--- config.mk ---
export PLATFORM = sky130hd
export DESIGN_NAME = irq_controller
export DESIGN_NICKNAME = d
export VERILOG_FILES = /design/src/rtl/irq_pkg.sv /design/src/rtl/irq_pick.sv /design/src/rtl/irq_controller.sv
export SDC_FILE = /design/constraint.sdc
export NUM_CORES = 1
export LEC_CHECK = 0
export BUFFER_PORTS_ARGS = -buffer_cell sky130_fd_sc_hd__buf_4
export CAP_MARGIN = 25
export CORE_MARGIN = 5
export CORE_UTILIZATION = 40
export CTS_CLUSTER_SIZE = 8
export DETAILED_ROUTE_END_ITERATION = 10
export PLACE_DENSITY = 0.76
export SLEW_MARGIN = 40
export SYNTH_ARGS = -nofsm -noshare
export SYNTH_HDL_FRONTEND = slang
export SYNTH_SLANG_ARGS = --single-unit
--- constraint.sdc ---
create_clock -name clk -period 5.7 [get_ports clk]
set_input_delay 0 -clock clk [delete_from_list [all_inputs] [get_ports clk]]
set_output_delay 0 -clock clk [all_outputs]
set_load 0.01 [all_outputs]
--- src/rtl/irq_pkg.sv ---
// Function
// - Edge select 00 off, 01 rising, 10 falling, 11 both edges.
// - Source events set their flag regardless of any enable.
// - A flag vectors only when its own enable is one.
// - Global enable zero blocks every interrupt.
// - Taking an interrupt pushes next PC and loads the vector.
// - Every source has its own distinct vector address.
// - Servicing an interrupt clears the global enable.
// - Requests during service still set and hold their flags.
// - No request is acknowledged while the stack is full.
// - Interrupt return pops the saved program counter.
// - Any flag rising wakes the device from sleep or idle.
// - Pin flag sets on the selected edge of the request pin.
// - Servicing the pin interrupt clears its flag and global enable.
// - Pull-high selection stays valid while the pin is an interrupt input.
// - Register 0: timer flag 6, pin flag 4, enables 3, 1, global 0.
// - Register 0 bits 5 and 2 stay zero and ignore writes.
// - Register 1: reload 6, empty 5, tick 4 flags; enables 2, 1, 0.
// - Flags and enables reset to zero, are read/write, unused bits read zero.
// - Interrupt return sets global enable; plain return leaves it.
// - Buffer-empty flag sets on empty, clears when serviced.
// - Reload-done flag sets on reload, clears when serviced.
// - Timer and tick flags set on overflow, clear when serviced.
package irq_pkg;

	localparam logic [11:0] addr_edge_sel = 12'h000;
	localparam logic [11:0] addr_ctrl0 = 12'h004;
	localparam logic [11:0] addr_ctrl1 = 12'h008;
	localparam logic [11:0] addr_status = 12'h00c;

	localparam int pos_pin_en = 1;
	localparam int pos_global_en = 0;
	localparam int pos_timer_en = 3;
	localparam int pos_pin_flag = 4;
	localparam int pos_timer_flag = 6;
	localparam int pos_tick_en = 0;
	localparam int pos_void_en = 1;
	localparam int pos_reload_en = 2;
	localparam int pos_tick_flag = 4;
	localparam int pos_void_flag = 5;
	localparam int pos_reload_flag = 6;

	localparam logic [7:0] reset_byte = 8'h00;
	localparam logic [1:0] edge_off = 2'h0;
	localparam logic [1:0] edge_rise = 2'h1;
	localparam logic [1:0] edge_fall = 2'h2;
	localparam logic [1:0] edge_both = 2'h3;

	localparam int num_src = 5;
	localparam int pc_w = 12;
	// Source order is also priority order, index 0 highest.
	localparam int src_pin = 0;
	localparam int src_timer = 1;
	localparam int src_tick = 2;
	localparam int src_void = 3;
	localparam int src_reload = 4;

	localparam logic [pc_w-1:0] vec_pin = 12'h004;
	localparam logic [pc_w-1:0] vec_timer = 12'h008;
	localparam logic [pc_w-1:0] vec_tick = 12'h00c;
	localparam logic [pc_w-1:0] vec_void = 12'h010;
	localparam logic [pc_w-1:0] vec_reload = 12'h014;

	typedef struct packed {
		logic [pc_w-1:0] next_pc;
		logic stack_full;
		logic ret_irq;
		logic ret_plain;
		logic take_ack;
	} core_in_t;

	typedef struct packed {
		logic take_req;
		logic [pc_w-1:0] vector;
		logic push;
		logic [pc_w-1:0] push_pc;
		logic wake;
	} core_out_t;

endpackage

--- src/rtl/irq_pick.sv ---
`timescale 1ns/1ps
module irq_pick (
	input wire logic [irq_pkg::num_src-1:0] pending,
	output logic found,
	output logic [2:0] index
);
	// Lowest index wins, so the search runs from the top down.
	always_comb begin
		found = 1'b0;
		index = 3'h0;
		for (int i = irq_pkg::num_src - 1; i >= 0; i--) begin
			if (pending[i]) begin
				found = 1'b1;
				index = 3'(i);
			end
		end
	end
endmodule // irq_pick

--- src/rtl/irq_controller.sv ---
// Local design decisions: the APB register port and the register addresses.
`timescale 1ns/1ps
module irq_controller (
	input wire logic clk,
	input wire logic reset_n,
	input wire logic psel,
	input wire logic penable,
	input wire logic pwrite,
	input wire logic [11:0] paddr,
	input wire logic [31:0] pwdata,
	output logic [31:0] prdata,
	output logic pready,
	output logic pslverr,
	input wire logic irq_pin,
	input wire logic timer_ovf,
	input wire logic tick_ovf,
	input wire logic buf_void,
	input wire logic reload_done,
	input wire logic pin_pull_sel,
	output logic pin_pull_en,
	input wire irq_pkg::core_in_t core_in,
	output irq_pkg::core_out_t core_out
);

	// ----------------------------------------------------------------
	// State
	// ----------------------------------------------------------------
	typedef enum logic [1:0] {
		st_idle = 2'b01,
		st_take = 2'b10
	} phase_t;

	typedef struct packed {
		phase_t phase;
		logic [1:0] pin_edge_sel;
		logic global_irq_en;
		logic [irq_pkg::num_src-1:0] en;
		logic [irq_pkg::num_src-1:0] flag;
		logic pin_prev;
		logic [2:0] sel;
		logic [irq_pkg::pc_w-1:0] saved_pc;
		logic wake;
		logic [31:0] rdata;
	} state_t;

	state_t s;
	state_t next_s;

	logic [irq_pkg::num_src-1:0] pending;
	logic found;
	logic [2:0] pick;
	logic rise;
	logic fall;
	logic pin_event;
	logic [irq_pkg::num_src-1:0] events;
	logic wr;
	logic rd;
	logic mapped;

	function automatic logic [irq_pkg::pc_w-1:0] vector_of(input logic [2:0] idx);
		unique case (idx)
			3'h0: vector_of = irq_pkg::vec_pin;
			3'h1: vector_of = irq_pkg::vec_timer;
			3'h2: vector_of = irq_pkg::vec_tick;
			3'h3: vector_of = irq_pkg::vec_void;
			default: vector_of = irq_pkg::vec_reload;
		endcase
	endfunction

	function automatic logic [7:0] ctrl0_of(input state_t v);
		ctrl0_of = irq_pkg::reset_byte;
		ctrl0_of[irq_pkg::pos_timer_flag] = v.flag[irq_pkg::src_timer];
		ctrl0_of[irq_pkg::pos_pin_flag] = v.flag[irq_pkg::src_pin];
		ctrl0_of[irq_pkg::pos_timer_en] = v.en[irq_pkg::src_timer];
		ctrl0_of[irq_pkg::pos_pin_en] = v.en[irq_pkg::src_pin];
		ctrl0_of[irq_pkg::pos_global_en] = v.global_irq_en;
	endfunction

	function automatic logic [7:0] ctrl1_of(input state_t v);
		ctrl1_of = irq_pkg::reset_byte;
		ctrl1_of[irq_pkg::pos_reload_flag] = v.flag[irq_pkg::src_reload];
		ctrl1_of[irq_pkg::pos_void_flag] = v.flag[irq_pkg::src_void];
		ctrl1_of[irq_pkg::pos_tick_flag] = v.flag[irq_pkg::src_tick];
		ctrl1_of[irq_pkg::pos_reload_en] = v.en[irq_pkg::src_reload];
		ctrl1_of[irq_pkg::pos_void_en] = v.en[irq_pkg::src_void];
		ctrl1_of[irq_pkg::pos_tick_en] = v.en[irq_pkg::src_tick];
	endfunction

	// ----------------------------------------------------------------
	// Edge detection and source events
	// ----------------------------------------------------------------
	assign rise = irq_pin & ~s.pin_prev;
	assign fall = ~irq_pin & s.pin_prev;
	always_comb begin
		unique case (s.pin_edge_sel)
			irq_pkg::edge_rise: pin_event = rise;
			irq_pkg::edge_fall: pin_event = fall;
			irq_pkg::edge_both: pin_event = rise | fall;
			default: pin_event = 1'b0;
		endcase
	end

	// The pull-high choice is passed straight through; interrupt use never overrides it.
	assign pin_pull_en = pin_pull_sel;

	assign events = {reload_done, buf_void, tick_ovf, timer_ovf, pin_event};

	// Only flag and enable together qualify; software-set flags count as well.
	assign pending = s.flag & s.en;

	irq_pick u_pick (
		.pending(pending),
		.found(found),
		.index(pick)
	);

	// ----------------------------------------------------------------
	// APB slave
	// ----------------------------------------------------------------
	// Zero wait states: every access completes in its first access cycle.
	assign pready = 1'b1;
	assign wr = psel & penable & pwrite;
	assign rd = psel & ~penable & ~pwrite;
	assign mapped = (paddr == irq_pkg::addr_edge_sel) || (paddr == irq_pkg::addr_ctrl0) ||
		(paddr == irq_pkg::addr_ctrl1) || (paddr == irq_pkg::addr_status);
	assign pslverr = psel & penable & ~mapped;
	assign prdata = s.rdata;

	// ----------------------------------------------------------------
	// Next state
	// ----------------------------------------------------------------
	always_comb begin
		next_s = s;
		next_s.pin_prev = irq_pin;
		next_s.wake = 1'b0;

		if (rd) begin
			next_s.rdata = 32'h0;
			unique case (paddr)
				irq_pkg::addr_edge_sel: next_s.rdata[1:0] = s.pin_edge_sel;
				irq_pkg::addr_ctrl0: next_s.rdata[7:0] = ctrl0_of(s);
				irq_pkg::addr_ctrl1: next_s.rdata[7:0] = ctrl1_of(s);
				irq_pkg::addr_status: next_s.rdata[3:0] = {s.phase == st_take, s.sel};
				default: next_s.rdata = 32'h0;
			endcase
		end

		if (wr) begin
			unique case (paddr)
				irq_pkg::addr_edge_sel: next_s.pin_edge_sel = pwdata[1:0];
				irq_pkg::addr_ctrl0: begin
					next_s.flag[irq_pkg::src_timer] = pwdata[irq_pkg::pos_timer_flag];
					next_s.flag[irq_pkg::src_pin] = pwdata[irq_pkg::pos_pin_flag];
					next_s.en[irq_pkg::src_timer] = pwdata[irq_pkg::pos_timer_en];
					next_s.en[irq_pkg::src_pin] = pwdata[irq_pkg::pos_pin_en];
					next_s.global_irq_en = pwdata[irq_pkg::pos_global_en];
				end
				irq_pkg::addr_ctrl1: begin
					next_s.flag[irq_pkg::src_reload] = pwdata[irq_pkg::pos_reload_flag];
					next_s.flag[irq_pkg::src_void] = pwdata[irq_pkg::pos_void_flag];
					next_s.flag[irq_pkg::src_tick] = pwdata[irq_pkg::pos_tick_flag];
					next_s.en[irq_pkg::src_reload] = pwdata[irq_pkg::pos_reload_en];
					next_s.en[irq_pkg::src_void] = pwdata[irq_pkg::pos_void_en];
					next_s.en[irq_pkg::src_tick] = pwdata[irq_pkg::pos_tick_en];
				end
				default: next_s.rdata = s.rdata;
			endcase
		end

		// Return from interrupt re-arms the global enable; a plain return leaves it.
		if (core_in.ret_irq) begin
			next_s.global_irq_en = 1'b1;
		end

		unique case (s.phase)
			st_idle: begin
				if (found && s.global_irq_en && !core_in.stack_full) begin
					next_s.phase = st_take;
					next_s.sel = pick;
					next_s.saved_pc = core_in.next_pc;
				end
			end
			st_take: begin
				if (core_in.take_ack) begin
					next_s.phase = st_idle;
					next_s.flag[s.sel] = 1'b0;
					next_s.global_irq_en = 1'b0;
				end
			end
			default: next_s.phase = st_idle;
		endcase

		// Events are applied last so a set beats any clear in the same cycle.
		for (int i = 0; i < irq_pkg::num_src; i++) begin
			if (events[i]) begin
				next_s.flag[i] = 1'b1;
			end
		end
		next_s.wake = |(next_s.flag & ~s.flag);
	end

	always_ff @(posedge clk) begin
		if (!reset_n) begin
			s <= '0;
			s.phase <= st_idle;
		end else begin
			s <= next_s;
		end
	end

	// ----------------------------------------------------------------
	// Core side
	// ----------------------------------------------------------------
	always_comb begin
		core_out.take_req = (s.phase == st_take);
		core_out.vector = vector_of(s.sel);
		core_out.push = (s.phase == st_take) & core_in.take_ack;
		core_out.push_pc = s.saved_pc;
		core_out.wake = s.wake;
	end
	// The core pops the stack itself on return; this block only re-arms the enable.

	// ----------------------------------------------------------------
	// Checks
	// ----------------------------------------------------------------
	property p_no_take_global_off;
		@(posedge clk) disable iff (!reset_n)
		(s.phase == st_idle && !s.global_irq_en) |=> s.phase == st_idle;
	endproperty
	a_no_take_global_off: assert property (p_no_take_global_off) else $error("take with global off");

	property p_no_take_stack_full;
		@(posedge clk) disable iff (!reset_n)
		(s.phase == st_idle && core_in.stack_full) |=> s.phase == st_idle;
	endproperty
	a_no_take_stack_full: assert property (p_no_take_stack_full) else $error("take on full stack");

	property p_take_when_ready;
		@(posedge clk) disable iff (!reset_n)
		(s.phase == st_idle && found && s.global_irq_en && !core_in.stack_full)
			|=> (s.phase == st_take && s.sel == $past(pick));
	endproperty
	a_take_when_ready: assert property (p_take_when_ready) else $error("ready request not taken");

	property p_ack_clears_global;
		@(posedge clk) disable iff (!reset_n)
		(core_out.push && !core_in.ret_irq && !wr) |=> !s.global_irq_en;
	endproperty
	a_ack_clears_global: assert property (p_ack_clears_global) else $error("global enable kept");

	property p_ack_clears_flag;
		@(posedge clk) disable iff (!reset_n)
		(core_out.push && !events[s.sel] && !wr) |=> !s.flag[$past(s.sel)];
	endproperty
	a_ack_clears_flag: assert property (p_ack_clears_flag) else $error("flag not cleared");

	property p_event_sets;
		@(posedge clk) disable iff (!reset_n)
		timer_ovf |=> s.flag[irq_pkg::src_timer];
	endproperty
	a_event_sets: assert property (p_event_sets) else $error("timer flag not set");

	property p_irq_return_op_sets_global;
		@(posedge clk) disable iff (!reset_n)
		(core_in.ret_irq && !wr && !core_out.push) |=> s.global_irq_en;
	endproperty
	a_irq_return_op_sets_global: assert property (p_irq_return_op_sets_global) else $error("return left enable off");

	property p_wake_on_rise;
		@(posedge clk) disable iff (!reset_n)
		(!s.flag[irq_pkg::src_tick] && tick_ovf) |=> core_out.wake;
	endproperty
	a_wake_on_rise: assert property (p_wake_on_rise) else $error("no wake on flag rise");

	property p_vector_matches;
		@(posedge clk) disable iff (!reset_n)
		(core_out.take_req && s.sel == 3'h0) |-> core_out.vector == irq_pkg::vec_pin;
	endproperty
	a_vector_matches: assert property (p_vector_matches) else $error("wrong pin vector");

	property p_edge_off_quiet;
		@(posedge clk) disable iff (!reset_n)
		(s.pin_edge_sel == irq_pkg::edge_off && !s.flag[irq_pkg::src_pin] && !wr)
			|=> !s.flag[irq_pkg::src_pin];
	endproperty
	a_edge_off_quiet: assert property (p_edge_off_quiet) else $error("pin flag set while off");

	property p_rise_sets_pin;
		@(posedge clk) disable iff (!reset_n)
		(s.pin_edge_sel == irq_pkg::edge_rise && irq_pin && !s.pin_prev)
			|=> s.flag[irq_pkg::src_pin];
	endproperty
	a_rise_sets_pin: assert property (p_rise_sets_pin) else $error("rising edge missed");

	property p_fall_sets_pin;
		@(posedge clk) disable iff (!reset_n)
		(s.pin_edge_sel == irq_pkg::edge_fall && !irq_pin && s.pin_prev)
			|=> s.flag[irq_pkg::src_pin];
	endproperty
	a_fall_sets_pin: assert property (p_fall_sets_pin) else $error("falling edge missed");

	property p_void_sets;
		@(posedge clk) disable iff (!reset_n)
		buf_void |=> s.flag[irq_pkg::src_void];
	endproperty
	a_void_sets: assert property (p_void_sets) else $error("empty flag not set");

	property p_reload_sets;
		@(posedge clk) disable iff (!reset_n)
		reload_done |=> s.flag[irq_pkg::src_reload];
	endproperty
	a_reload_sets: assert property (p_reload_sets) else $error("reload flag not set");

	property p_tick_sets;
		@(posedge clk) disable iff (!reset_n)
		tick_ovf |=> s.flag[irq_pkg::src_tick];
	endproperty
	a_tick_sets: assert property (p_tick_sets) else $error("tick flag not set");

	property p_vector_timer;
		@(posedge clk) disable iff (!reset_n)
		(core_out.take_req && s.sel == 3'h1) |-> core_out.vector == irq_pkg::vec_timer;
	endproperty
	a_vector_timer: assert property (p_vector_timer) else $error("wrong timer vector");

	property p_vector_tick;
		@(posedge clk) disable iff (!reset_n)
		(core_out.take_req && s.sel == 3'h2) |-> core_out.vector == irq_pkg::vec_tick;
	endproperty
	a_vector_tick: assert property (p_vector_tick) else $error("wrong tick vector");

	property p_vector_void;
		@(posedge clk) disable iff (!reset_n)
		(core_out.take_req && s.sel == 3'h3) |-> core_out.vector == irq_pkg::vec_void;
	endproperty
	a_vector_void: assert property (p_vector_void) else $error("wrong empty vector");

	property p_vector_reload;
		@(posedge clk) disable iff (!reset_n)
		(core_out.take_req && s.sel == 3'h4) |-> core_out.vector == irq_pkg::vec_reload;
	endproperty
	a_vector_reload: assert property (p_vector_reload) else $error("wrong reload vector");

	property p_push_pc;
		@(posedge clk) disable iff (!reset_n)
		$rose(core_out.take_req) |-> core_out.push_pc == $past(core_in.next_pc);
	endproperty
	a_push_pc: assert property (p_push_pc) else $error("saved address wrong");

	property p_take_holds;
		@(posedge clk) disable iff (!reset_n)
		(core_out.take_req && !core_in.take_ack) |=> (core_out.take_req && $stable(s.sel));
	endproperty
	a_take_holds: assert property (p_take_holds) else $error("request dropped early");

	property p_no_wake_quiet;
		@(posedge clk) disable iff (!reset_n)
		(events == '0 && !wr) |=> !core_out.wake;
	endproperty
	a_no_wake_quiet: assert property (p_no_wake_quiet) else $error("wake without flag rise");

	property p_pin_first;
		@(posedge clk) disable iff (!reset_n)
		(s.phase == st_idle && found && s.global_irq_en && !core_in.stack_full &&
			pending[irq_pkg::src_pin]) |=> s.sel == 3'h0;
	endproperty
	a_pin_first: assert property (p_pin_first) else $error("pin not served first");

endmodule // irq_controller

==> summary.txt, run 1 <==
Route
  – Routed WL: 5.63 mm
  – Pre-antenna DRT Iters: 4
  – Vias: 1947
  – Wire per inst: 13.8 um
  – Drc violations: 0
  – Vias per cell: 4.77
  – Iteration-0 DRC count of the detailed router: 111
  – Post-route ant nets: 0

Layout
  – Area Overhead vs Synth: 22.0%
  – # diodes: 0
  – Finished Layout Cells: 408
  – Most frequent cells in the layout: 69 x buf_4, 39 x dfxtp_1, 35 x conb_1
  – Filler cells: 561
  – Nets: 405
  – Share of layout cells above drive strength 1: 27.3%
  – Leading cell type in the layout, fill and taps excluded: buf_4
  – Post-route cell area: 0.00301 sq mm
  – Core Util, Final: 50.6%

Timing
  – Worst Clk Skew: 0.00738 ns
  – Max Slew Vio Count: 0
  – Normalized max-slew margin: 59.1%
  – RSZ-0062 raised after global routing: false
  – Min Tclk post-route: 1.81 ns
  – Max Freq: 553 MHz
  – Setup-failing EPs final: 0
  – Fin Hold WS: 0.00000447 ns
  – Setup ws final: 3.89 ns
  – Final hold vios: 0
  – Worst Max-Slew Pin Slew: 0.612 ns
  – Period utilization: 31.7%
  – TNS Setup: 0 ns

Synthesis
  – Synth Warn #: 0
  – Top FF cell, synth: dfxtp_1
  – Synth Cell Area: 0.00247 sq mm
  – Post-Syn Area per Cell: 9.11 sq um
  – Synth async-reset ratio: 0%
  – Sequential area share after synthesis: 31.6%
  – Synth cell types: 53
  – EDFF count, synth: 0
  – Cells after Synth: 271
  – FF+latch count, synth: 39

Critical path
  – Highest-delay cell along the critical path: a221oi_1
  – Crit path kind: reg -> reg
  – Startpoint types: flop
  – R2R depth: 5
  – CP max stage delay: 0.46 ns
  – CP Cell Sequence: a22o_1 > a221oi_1 > a21oi_4 > o21ai_0 > inv_1
  – Worst setup path startpoint: s[51]
  – Critical Path End Type: flop
  – Reg2Reg Launch Point: s[51]
  – Reg2Reg Setup Slack: 3.89 ns
  – Worst-path fanout max: 15
  – WP data arrival: 1.99 ns
  – Required time of the critical path: 5.88 ns

Place
  – DP Wirelength: 4.18 mm
  – DP Area: 0.00269 sq mm
  – Placed Cells: 379
  – GP Congestion: 0.864
  – IO buf count: 69
  – Dpl ws: 3.51 ns

Global route
  – Pin count of the biggest net entering global routing: 39
  – Antenna violations before repair: 0
  – Global router's overall resource usage: 14.2%
  – First-pass GRT wire length: 8.69 mm
  – Vias in the first global route: 1904
  – Total gr overflow: 0

Job
  – Max-Cap Viols: 0

Clock network
  – Root buf cell: clkbuf_8
  – CTS tree: yes
  – Clock Pin Slew Worst Setup and Hold Paths: 0.07 ns
  – Clock latency on the worst-skew pair: 0.29 ns
  – Clock Path Buffers: 2
  – Post-CTS Setup Inserts: 0
  – H-Tree Depth: 2
  – TritonCTS Sinks: 39
  – Post_cts resized: 0
  – Num CTS Buffers: 5

Floorplan
  – Top Ports: 133
  – Core Region: 0.00596 sq mm
  – Core Rows: 28
  – Starting Density: 41.4%
  – Die extent in x: 88.6 um
  – Die Footprint: 0.00784 sq mm
  – Die H: 88.6 um

Status
  – Status: finished, final reports clean

Min path
  – Min-Delay Path Depth: 0
  – HP Class: in -> out
  – Hold_sp: pin_pull_sel

Pwr
  – Pwr dens: 187 mW/mm^2
  – PnR Total Power: 0.564 mW
  – Max VDD drop: 0.000122 V
  – LEAKAGE: 1.28 nW
## cell usage after synthesis (all sizes together) (3+ instances only)
| cell | instances | area (sq um) |
|---|---|---|
| nand3 | 6 | 30.0 |
| or4 | 3 | 33.8 |
| inv | 8 | 30.0 |
| a21boi | 9 | 67.6 |
| a22o | 3 | 26.3 |
| buf | 60 | 464 |
| clkbuf | 7 | 36.3 |
| mux2 | 3 | 33.8 |
| nor2b | 24 | 150 |
| a21oi | 6 | 30.0 |
| nor2 | 11 | 41.3 |
| nor3b | 3 | 22.5 |
| nand2 | 18 | 67.6 |
| o21a | 3 | 22.5 |
| mux2i | 23 | 230 |
| dfxtp | 39 | 781 |
| and2 | 3 | 18.8 |
| a32oi | 3 | 26.3 |
## critical path: cells and delay by family, from the launching register on
| kind | cells | cell delay, ns |
|---|---|---|
| flops | 1 | 0.37 |
| compound gates | 4 | 1.28 |
| buf+inv | 1 | 0.06 |
## area by class of cell
class                      count  area [sq um]  area share (%)
tap                           75          93.8            3.11
timing repair buffer          90           728            24.2
clock buffer                   8           100            3.32
inverter                       8          30.0           0.997
multi-input combinational    188          1280            42.5
sequential                    39           781            25.9
## state kept, by name, indices dropped and copies added, names as in the netlist
| signal | count |
|---|---|
| s | 19 |
| core_out | 13 |
| prdata | 7 |
## final timing paths
path,to
max,s[63]
min reg2reg,prdata[4]
min,pin_pull_en
max reg2reg,s[63]
## where the power goes
part | internal (mW) | switching (mW) | total (mW)
clock network | 0.110 | 0.0962 | 0.207
registers | 0.276 | 0.00378 | 0.280
logic | 0.0425 | 0.0349 | 0.0774
## layer usage
metal / global-route usage, % / up-vias / share of wire (%)
li1: - / 959 / -
met1: 15.3 / 883 / 38
met2: 24.8 / 101 / 48
met3: 5.77 / 4 / 13
met4: 5.08 / 0 / 0.82
met5: 0 / - / 0
## kinds of logic after synthesis
kind of cell	count (synthesis)	share of synthesized area (%)
AND/OR/NAND/NOR	87	21.2
flip-flops	39	31.6
multiplexers	28	12.5
adder cells (fa/ha/maj)	2	1.01
buffers and inverters	77	22.4
other	2	0.304
XOR/XNOR	1	0.355
AO/OA/AOI/OAI	35	10.6
## timing repair
action                                  in CTS  in global routing
endpoints found under the setup margin       0                  0
endpoints found under the hold margin       22                  0
hold buffers                                21                  0
Note: power is estimated with default switching activity, not from simulation.
==> inputs of run 2 (changes only) <==
- clock period: 5.7 -> 1.8 ns (I/O delays scaled with it)
==> summary.txt, run 2 (synthesis gave the netlist of run 1 again) <==
Status
  – Status: finished, final reports clean (unchanged)

Clock network
  – Clock Pin Slew Worst Setup and Hold Paths: 0.08 ns (was 0.07 ns)
  – Num CTS Buffers: 5 (unchanged)
  – TritonCTS Sinks: 39 (unchanged)
  – Clock Path Buffers: 2 (unchanged)
  – Clock latency on the worst-skew pair: 0.29 ns (about the same)
  – H-Tree Depth: 2 (unchanged)
  – CTS tree: yes (unchanged)
  – Root buf cell: clkbuf_8 (unchanged)

Timing
  – Setup ws final: 0.111 ns (was 3.89 ns)
  – Max Slew Vio Count: 0 (unchanged)
  – Max Freq: 592 MHz
  – Worst Max-Slew Pin Slew: 0.557 ns (was 0.612 ns)
  – Min Tclk post-route: 1.69 ns
  – Setup-failing EPs final: 0 (unchanged)
  – Final hold vios: 0 (unchanged)
  – Normalized max-slew margin: 62.8% (was 59.1%)
  – RSZ-0062 raised after global routing: false (unchanged)
  – Fin Hold WS: 0.00000446 ns (was 0.00000447 ns)
  – Worst Clk Skew: 0.00693 ns (was 0.00738 ns)
  – Period utilization: 93.8%

Place
  – Placed Cells: 396 (was 379)
  – DP Area: 0.00283 sq mm (was 0.00269 sq mm)
  – GP Congestion: 0.872 (was 0.864)
  – IO buf count: 69 (unchanged)
  – Dpl ws: -0.175 ns (was 3.51 ns)
  – DP Wirelength: 4.56 mm (was 4.18 mm)

Critical path
  – Required time of the critical path: 2.04 ns (was 5.88 ns)
  – CP max stage delay: 0.60 ns (was 0.46 ns)
  – Critical Path Stages: 6 (was 5)
  – Critical Path End Type: flop (unchanged)
  – WP buf/inv: 1 (unchanged)
  – Worst-path fanout max: 5 (was 15)
  – CP most frequent cell: or4_4
  – WP data arrival: 1.93 ns (was 1.99 ns)
  – CP delay by family, top: simple AND/OR/NAND/NOR gates (was compound AO/OA/AOI/OAI gates)
  – CP Cell Sequence: buf_4 > or4_4 > or4_4 > or3b_1 > a21oi_1 > o31a_1 (was a22o_1 > a221oi_1 > a21oi_4 > o21ai_0 > inv_1)
  – Crit path kind: in -> reg (was reg -> reg)
  – R2R depth: 6 (was 5)
  – Highest-delay cell along the critical path: or4_4 (was a221oi_1)
  – Startpoint types: input pin (was flop)

Floorplan
  – Core Rows: 28 (unchanged)
  – Die H: 88.6 um (unchanged)
  – Starting Density: 41.4% (unchanged)
  – Core Region: 0.00596 sq mm (unchanged)
  – Die extent in x: 88.6 um (unchanged)
  – Top Ports: 133 (unchanged)
  – Die Footprint: 0.00784 sq mm (unchanged)

Global route
  – First-pass GRT wire length: 9.64 mm (was 8.69 mm)
  – Vias in the first global route: 2064 (was 1904)
  – Global router's overall resource usage: 16.1% (was 14.2%)
  – Pin count of the biggest net entering global routing: 39 (unchanged)
  – Antenna violations before repair: 0 (unchanged)
  – Total gr overflow: 0 (unchanged)

Layout
  – Post-route cell area: 0.00317 sq mm (was 0.00301 sq mm)
  – Filler cells: 513 (was 561)
  – Finished Layout Cells: 426 (was 408)
  – Area Overhead vs Synth: 28.4% (was 22.0%)
  – # diodes: 0 (unchanged)
  – Leading cell type in the layout, fill and taps excluded: buf_4 (unchanged)
  – Most flops, register: s (unchanged)
  – Most frequent cells in the layout: 85 x buf_4, 39 x dfxtp_1, 35 x conb_1 (was 69 x buf_4, 39 x dfxtp_1, 35 x conb_1)
  – Max reg flops: 19 (unchanged)
  – Nets: 423 (was 405)
  – Core Util, Final: 53.2% (was 50.6%)
  – Share of layout cells above drive strength 1: 31.3% (was 27.3%)

Min path
  – HP Class: in -> out (unchanged)
  – Min-Delay Path Depth: 0 (unchanged)

Route
  – Routed WL: 6.09 mm (was 5.63 mm)
  – Drc violations: 0 (unchanged)
  – Iteration-0 DRC count of the detailed router: 137 (was 111)
  – Post-route ant nets: 0 (unchanged)
  – Pre-antenna DRT Iters: 4 (unchanged)
  – Vias per cell: 4.77 (about the same)
  – Vias: 2034 (was 1947)
  – Wire per inst: 14.3 um (was 13.8 um)

Job
  – Max-Cap Viols: 0 (unchanged)

Pwr
  – Max VDD drop: 0.000473 V (was 0.000122 V)
  – Pwr dens: 601 mW/mm^2 (was 187 mW/mm^2)
  – LEAKAGE: 1.38 nW (was 1.28 nW)
[run 2: stage by stage]
stage	TNS (ns)	power [mW]
4_1_cts	0	1.93
2_1_floorplan	-0.0509	1.07
3_3_place_gp	-0.182	1.12
3_5_place_dp	-0.346	1.12
5_1_grt	0	2.00
6_report	0	1.91
[run 2: layout make-up]
type | count | area (sq um) | share of cell area, %
tap | 75 | 93.8 | 2.96
inverter | 8 | 30.0 | 0.947
clock inverter | 2 | 35.0 | 1.10
multi-input combinational | 188 | 1270 | 40.1
timing repair buffer | 108 | 878 | 27.7
clock buffer | 6 | 82.6 | 2.60
sequential | 39 | 781 | 24.6
[run 2: what timing repair did]
item / 4_1_cts / 5_1_grt
hold buffers: 22 / 0
endpoints found under the hold margin: 25 / 0
resized for setup: 0 / 1
endpoints found under the setup margin: 0 / 3
buffers inserted: 0 / 0
[run 2: path summary, 6_finish.rpt]
kind / startpoint / endpoint / slack, ns
worst max-delay path: paddr[9] / core_out[0] / 0.11
worst min-delay path: pin_pull_sel / pin_pull_en / 0.000004
worst max register to register: s[45] / core_out[0] / 0.20
worst min register to register: prdata[1] / prdata[1] / 0.47
[run 2: routing by layer]
layer,GRT usage (%),routed length [um]
met1,17.9,2420
met2,28.3,2920
met3,5.59,623
met4,5.77,125
met5,0,0
[run 2: where the power goes]
part,switching (mW),internal (mW),leakage (nW),total [mW]
clock network,0.314,0.449,0.0612,0.763
registers,0.00918,0.873,0.316,0.882
logic,0.117,0.144,1.00,0.261
total,0.440,1.47,1.38,1.91
==> inputs of run 3 (changes only) <==
- PLACE_DENSITY: 0.76 -> 0.75
==> summary.txt, run 3 (synthesis gave the netlist of run 1 again) <==
Clock network
  – Num CTS Buffers: 5 (unchanged)
  – Hold_buf cts: 22 (unchanged)
  – CTS tree: yes (unchanged)
  – Clock Path Buffers: 2 (unchanged)
  – Clock latency on the worst-skew pair: 0.29 ns (about the same)
  – H-Tree Depth: 2 (unchanged)
  – Post-CTS Setup Inserts: 0 (unchanged)
  – Root buf cell: clkbuf_8 (unchanged)
  – Post_cts resized: 0 (unchanged)
  – TritonCTS Sinks: 39 (unchanged)
  – Clock Pin Slew Worst Setup and Hold Paths: 0.08 ns (about the same)

Global route
  – Pin count of the biggest net entering global routing: 39 (unchanged)
  – First-pass GRT wire length: 9.29 mm (was 9.64 mm)
  – Antenna violations before repair: 0 (unchanged)
  – Global router's overall resource usage: 15.3% (was 16.1%)
  – Vias in the first global route: 2052 (was 2064)
  – Total gr overflow: 0 (unchanged)

Route
  – Met2 routed WL: 2.80 mm (was 2.92 mm)
  – Post-route ant nets: 0 (unchanged)
  – Vias: 2032 (was 2034)
  – Wire per inst: 13.8 um (was 14.3 um)
  – DRT met1 WL: 2.30 mm (was 2.42 mm)
  – Pre-antenna DRT Iters: 4 (unchanged)
  – Routed WL: 5.88 mm (was 6.09 mm)
  – Vias per cell: 4.76 (was 4.77)
  – Met3 WL: 697 um (was 623 um)
  – Max Used Layer: met4 (unchanged)
  – Iteration-0 DRC count of the detailed router: 102 (was 137)
  – Drc violations: 0 (unchanged)

Place
  – GP Congestion: 0.796 (was 0.872)
  – DP Wirelength: 4.41 mm (was 4.56 mm)
  – IO buf count: 69 (unchanged)
  – DP Area: 0.00283 sq mm (about the same)

Layout
  – Leading cell type in the layout, fill and taps excluded: buf_4 (unchanged)
  – Share of layout cells above drive strength 1: 31.3% (about the same)
  – Core Util, Final: 53.3% (was 53.2%)
  – Filler cells: 544 (was 513)
  – Max reg flops: 19 (unchanged)
  – Post-route cell area: 0.00317 sq mm (about the same)
  – Area Overhead vs Synth: 28.5% (was 28.4%)
  – # diodes: 0 (unchanged)
  – Most flops, register: s (unchanged)
  – Nets: 424 (was 423)
  – Most frequent cells in the layout: 86 x buf_4, 39 x dfxtp_1, 35 x conb_1 (was 85 x buf_4, 39 x dfxtp_1, 35 x conb_1)

Floorplan
  – Die Footprint: 0.00784 sq mm (unchanged)
  – Starting Density: 41.4% (unchanged)
  – Top Ports: 133 (unchanged)
  – Die extent in x: 88.6 um (unchanged)
  – Core Rows: 28 (unchanged)
  – Core Region: 0.00596 sq mm (unchanged)
  – Die H: 88.6 um (unchanged)

Timing
  – Worst Clk Skew: 0.00496 ns (was 0.00693 ns)
  – Final hold vios: 0 (unchanged)
  – Min Tclk post-route: 1.71 ns (was 1.69 ns)
  – Setup-failing EPs final: 0 (unchanged)
  – Max Freq: 584 MHz (was 592 MHz)
  – Max Slew Vio Count: 0 (unchanged)
  – Worst Max-Slew Pin Slew: 0.631 ns (was 0.557 ns)
  – Normalized max-slew margin: 57.9% (was 62.8%)
  – TNS Setup: 0 ns (unchanged)
  – Period utilization: 95.2% (was 93.8%)
  – RSZ-0062 raised after global routing: false (unchanged)

Critical path
  – R2R Path End: s[63] (was core_out[0])
  – WP data arrival: 1.90 ns (was 1.93 ns)
  – Reg2Reg Setup Slack: 0.09 ns (was 0.20 ns)
  – Critical Path End Type: flop (unchanged)
  – Worst-path fanout max: 15 (was 5)
  – Startpoint types: flop (was input pin)
  – Worst setup path startpoint: s[51] (was paddr[9])
  – Crit path kind: reg -> reg (was in -> reg)
  – CP Cell Sequence: a22o_1 > a221oi_1 > a21oi_2 > buf_12 > o21ai_0 > inv_1 (was buf_4 > or4_4 > or4_4 > or3b_1 > a21oi_1 > o31a_1)
  – Reg2Reg Launch Point: s[51] (was s[45])
  – CP max stage delay: 0.43 ns (was 0.60 ns)
  – R2R depth: 6 (unchanged)
  – Highest-delay cell along the critical path: a221oi_1 (was or4_4)
  – Required time of the critical path: 1.98 ns (was 2.04 ns)

Pwr
  – LEAKAGE: 1.38 nW (about the same)
  – Pwr dens: 599 mW/mm^2 (was 601 mW/mm^2)
  – Max VDD drop: 0.000448 V (was 0.000473 V)
  – PnR Total Power: 1.90 mW (was 1.91 mW)

Status
  – Status: finished, final reports clean (unchanged)

Min path
  – Hold Path Sink: pin_pull_en (unchanged)
  – Min-Delay Path Depth: 0 (unchanged)
  – Hold_sp: pin_pull_sel (unchanged)
  – HP Class: in -> out (unchanged)

Job
  – Max-Cap Viols: 0 (unchanged)
[run 3: cell types whose count changed in the layout (fill, tap and decap cells not counted), sizes merged]
| cell | previous run | this run |
|---|---|---|
| buf | 86 | 87 |
[run 3: final cells by class]
| class | instances | area (sq um) | area share [%] |
|---|---|---|---|
| repair buffers | 109 | 886 | 27.9 |
| well taps | 75 | 93.8 | 2.96 |
| multi-input cells | 188 | 1260 | 39.8 |
| inverters | 8 | 30.0 | 0.947 |
| flip-flops and latches | 39 | 781 | 24.6 |
| clock inverters | 2 | 35.0 | 1.10 |
| clock buffers | 6 | 82.6 | 2.60 |
[run 3: worst max path at each step]
stage                     cells past startpoint  slack (ns)           to
final                                         6        0.09        s[63]
after global routing                          6        0.03  core_out[6]
after CTS                                     6        0.09        s[63]
after detailed placement                      6       -0.16  core_out[0]
after global placement                        6       -0.12  core_out[0]
after floorplan                               6       -0.05  core_out[0]
[run 3: where the power goes]
group	leakage, nW	total (mW)	internal [mW]	switching (mW)
logic	1.00	0.260	0.143	0.117
clock network	0.0612	0.758	0.449	0.309
registers	0.316	0.881	0.873	0.00826
total	1.38	1.90	1.47	0.434
[run 3: per-stage QoR]
| step | setup slack [ns] | cells | hold WS (ns) |
|---|---|---|---|
| 2_1_floorplan | -0.0509 | 304 | 0.0900 |
| 3_3_place_gp | -0.119 | 397 | 0.000119 |
| 3_5_place_dp | -0.159 | 397 | 0.000119 |
| 4_1_cts | 0.0920 | 427 | 0.000119 |
| 5_1_grt | 0.0318 | 427 | 0.0000335 |
| 6_report | 0.0871 | 427 | 0.00000447 |
[run 3: layer usage]
metal	track usage, %	up-vias
met2	26.0	101
met4	6.73	0
li1	-	996
met3	5.49	8
met1	17.2	927
met5	0	-
[run 3: critical path, delay by kind of cell (launching register included)]
family                 cells  cell delay, ns
AO/OA/AOI/OAI              4            1.04
flip-flops                 1            0.32
buffers and inverters      2            0.24
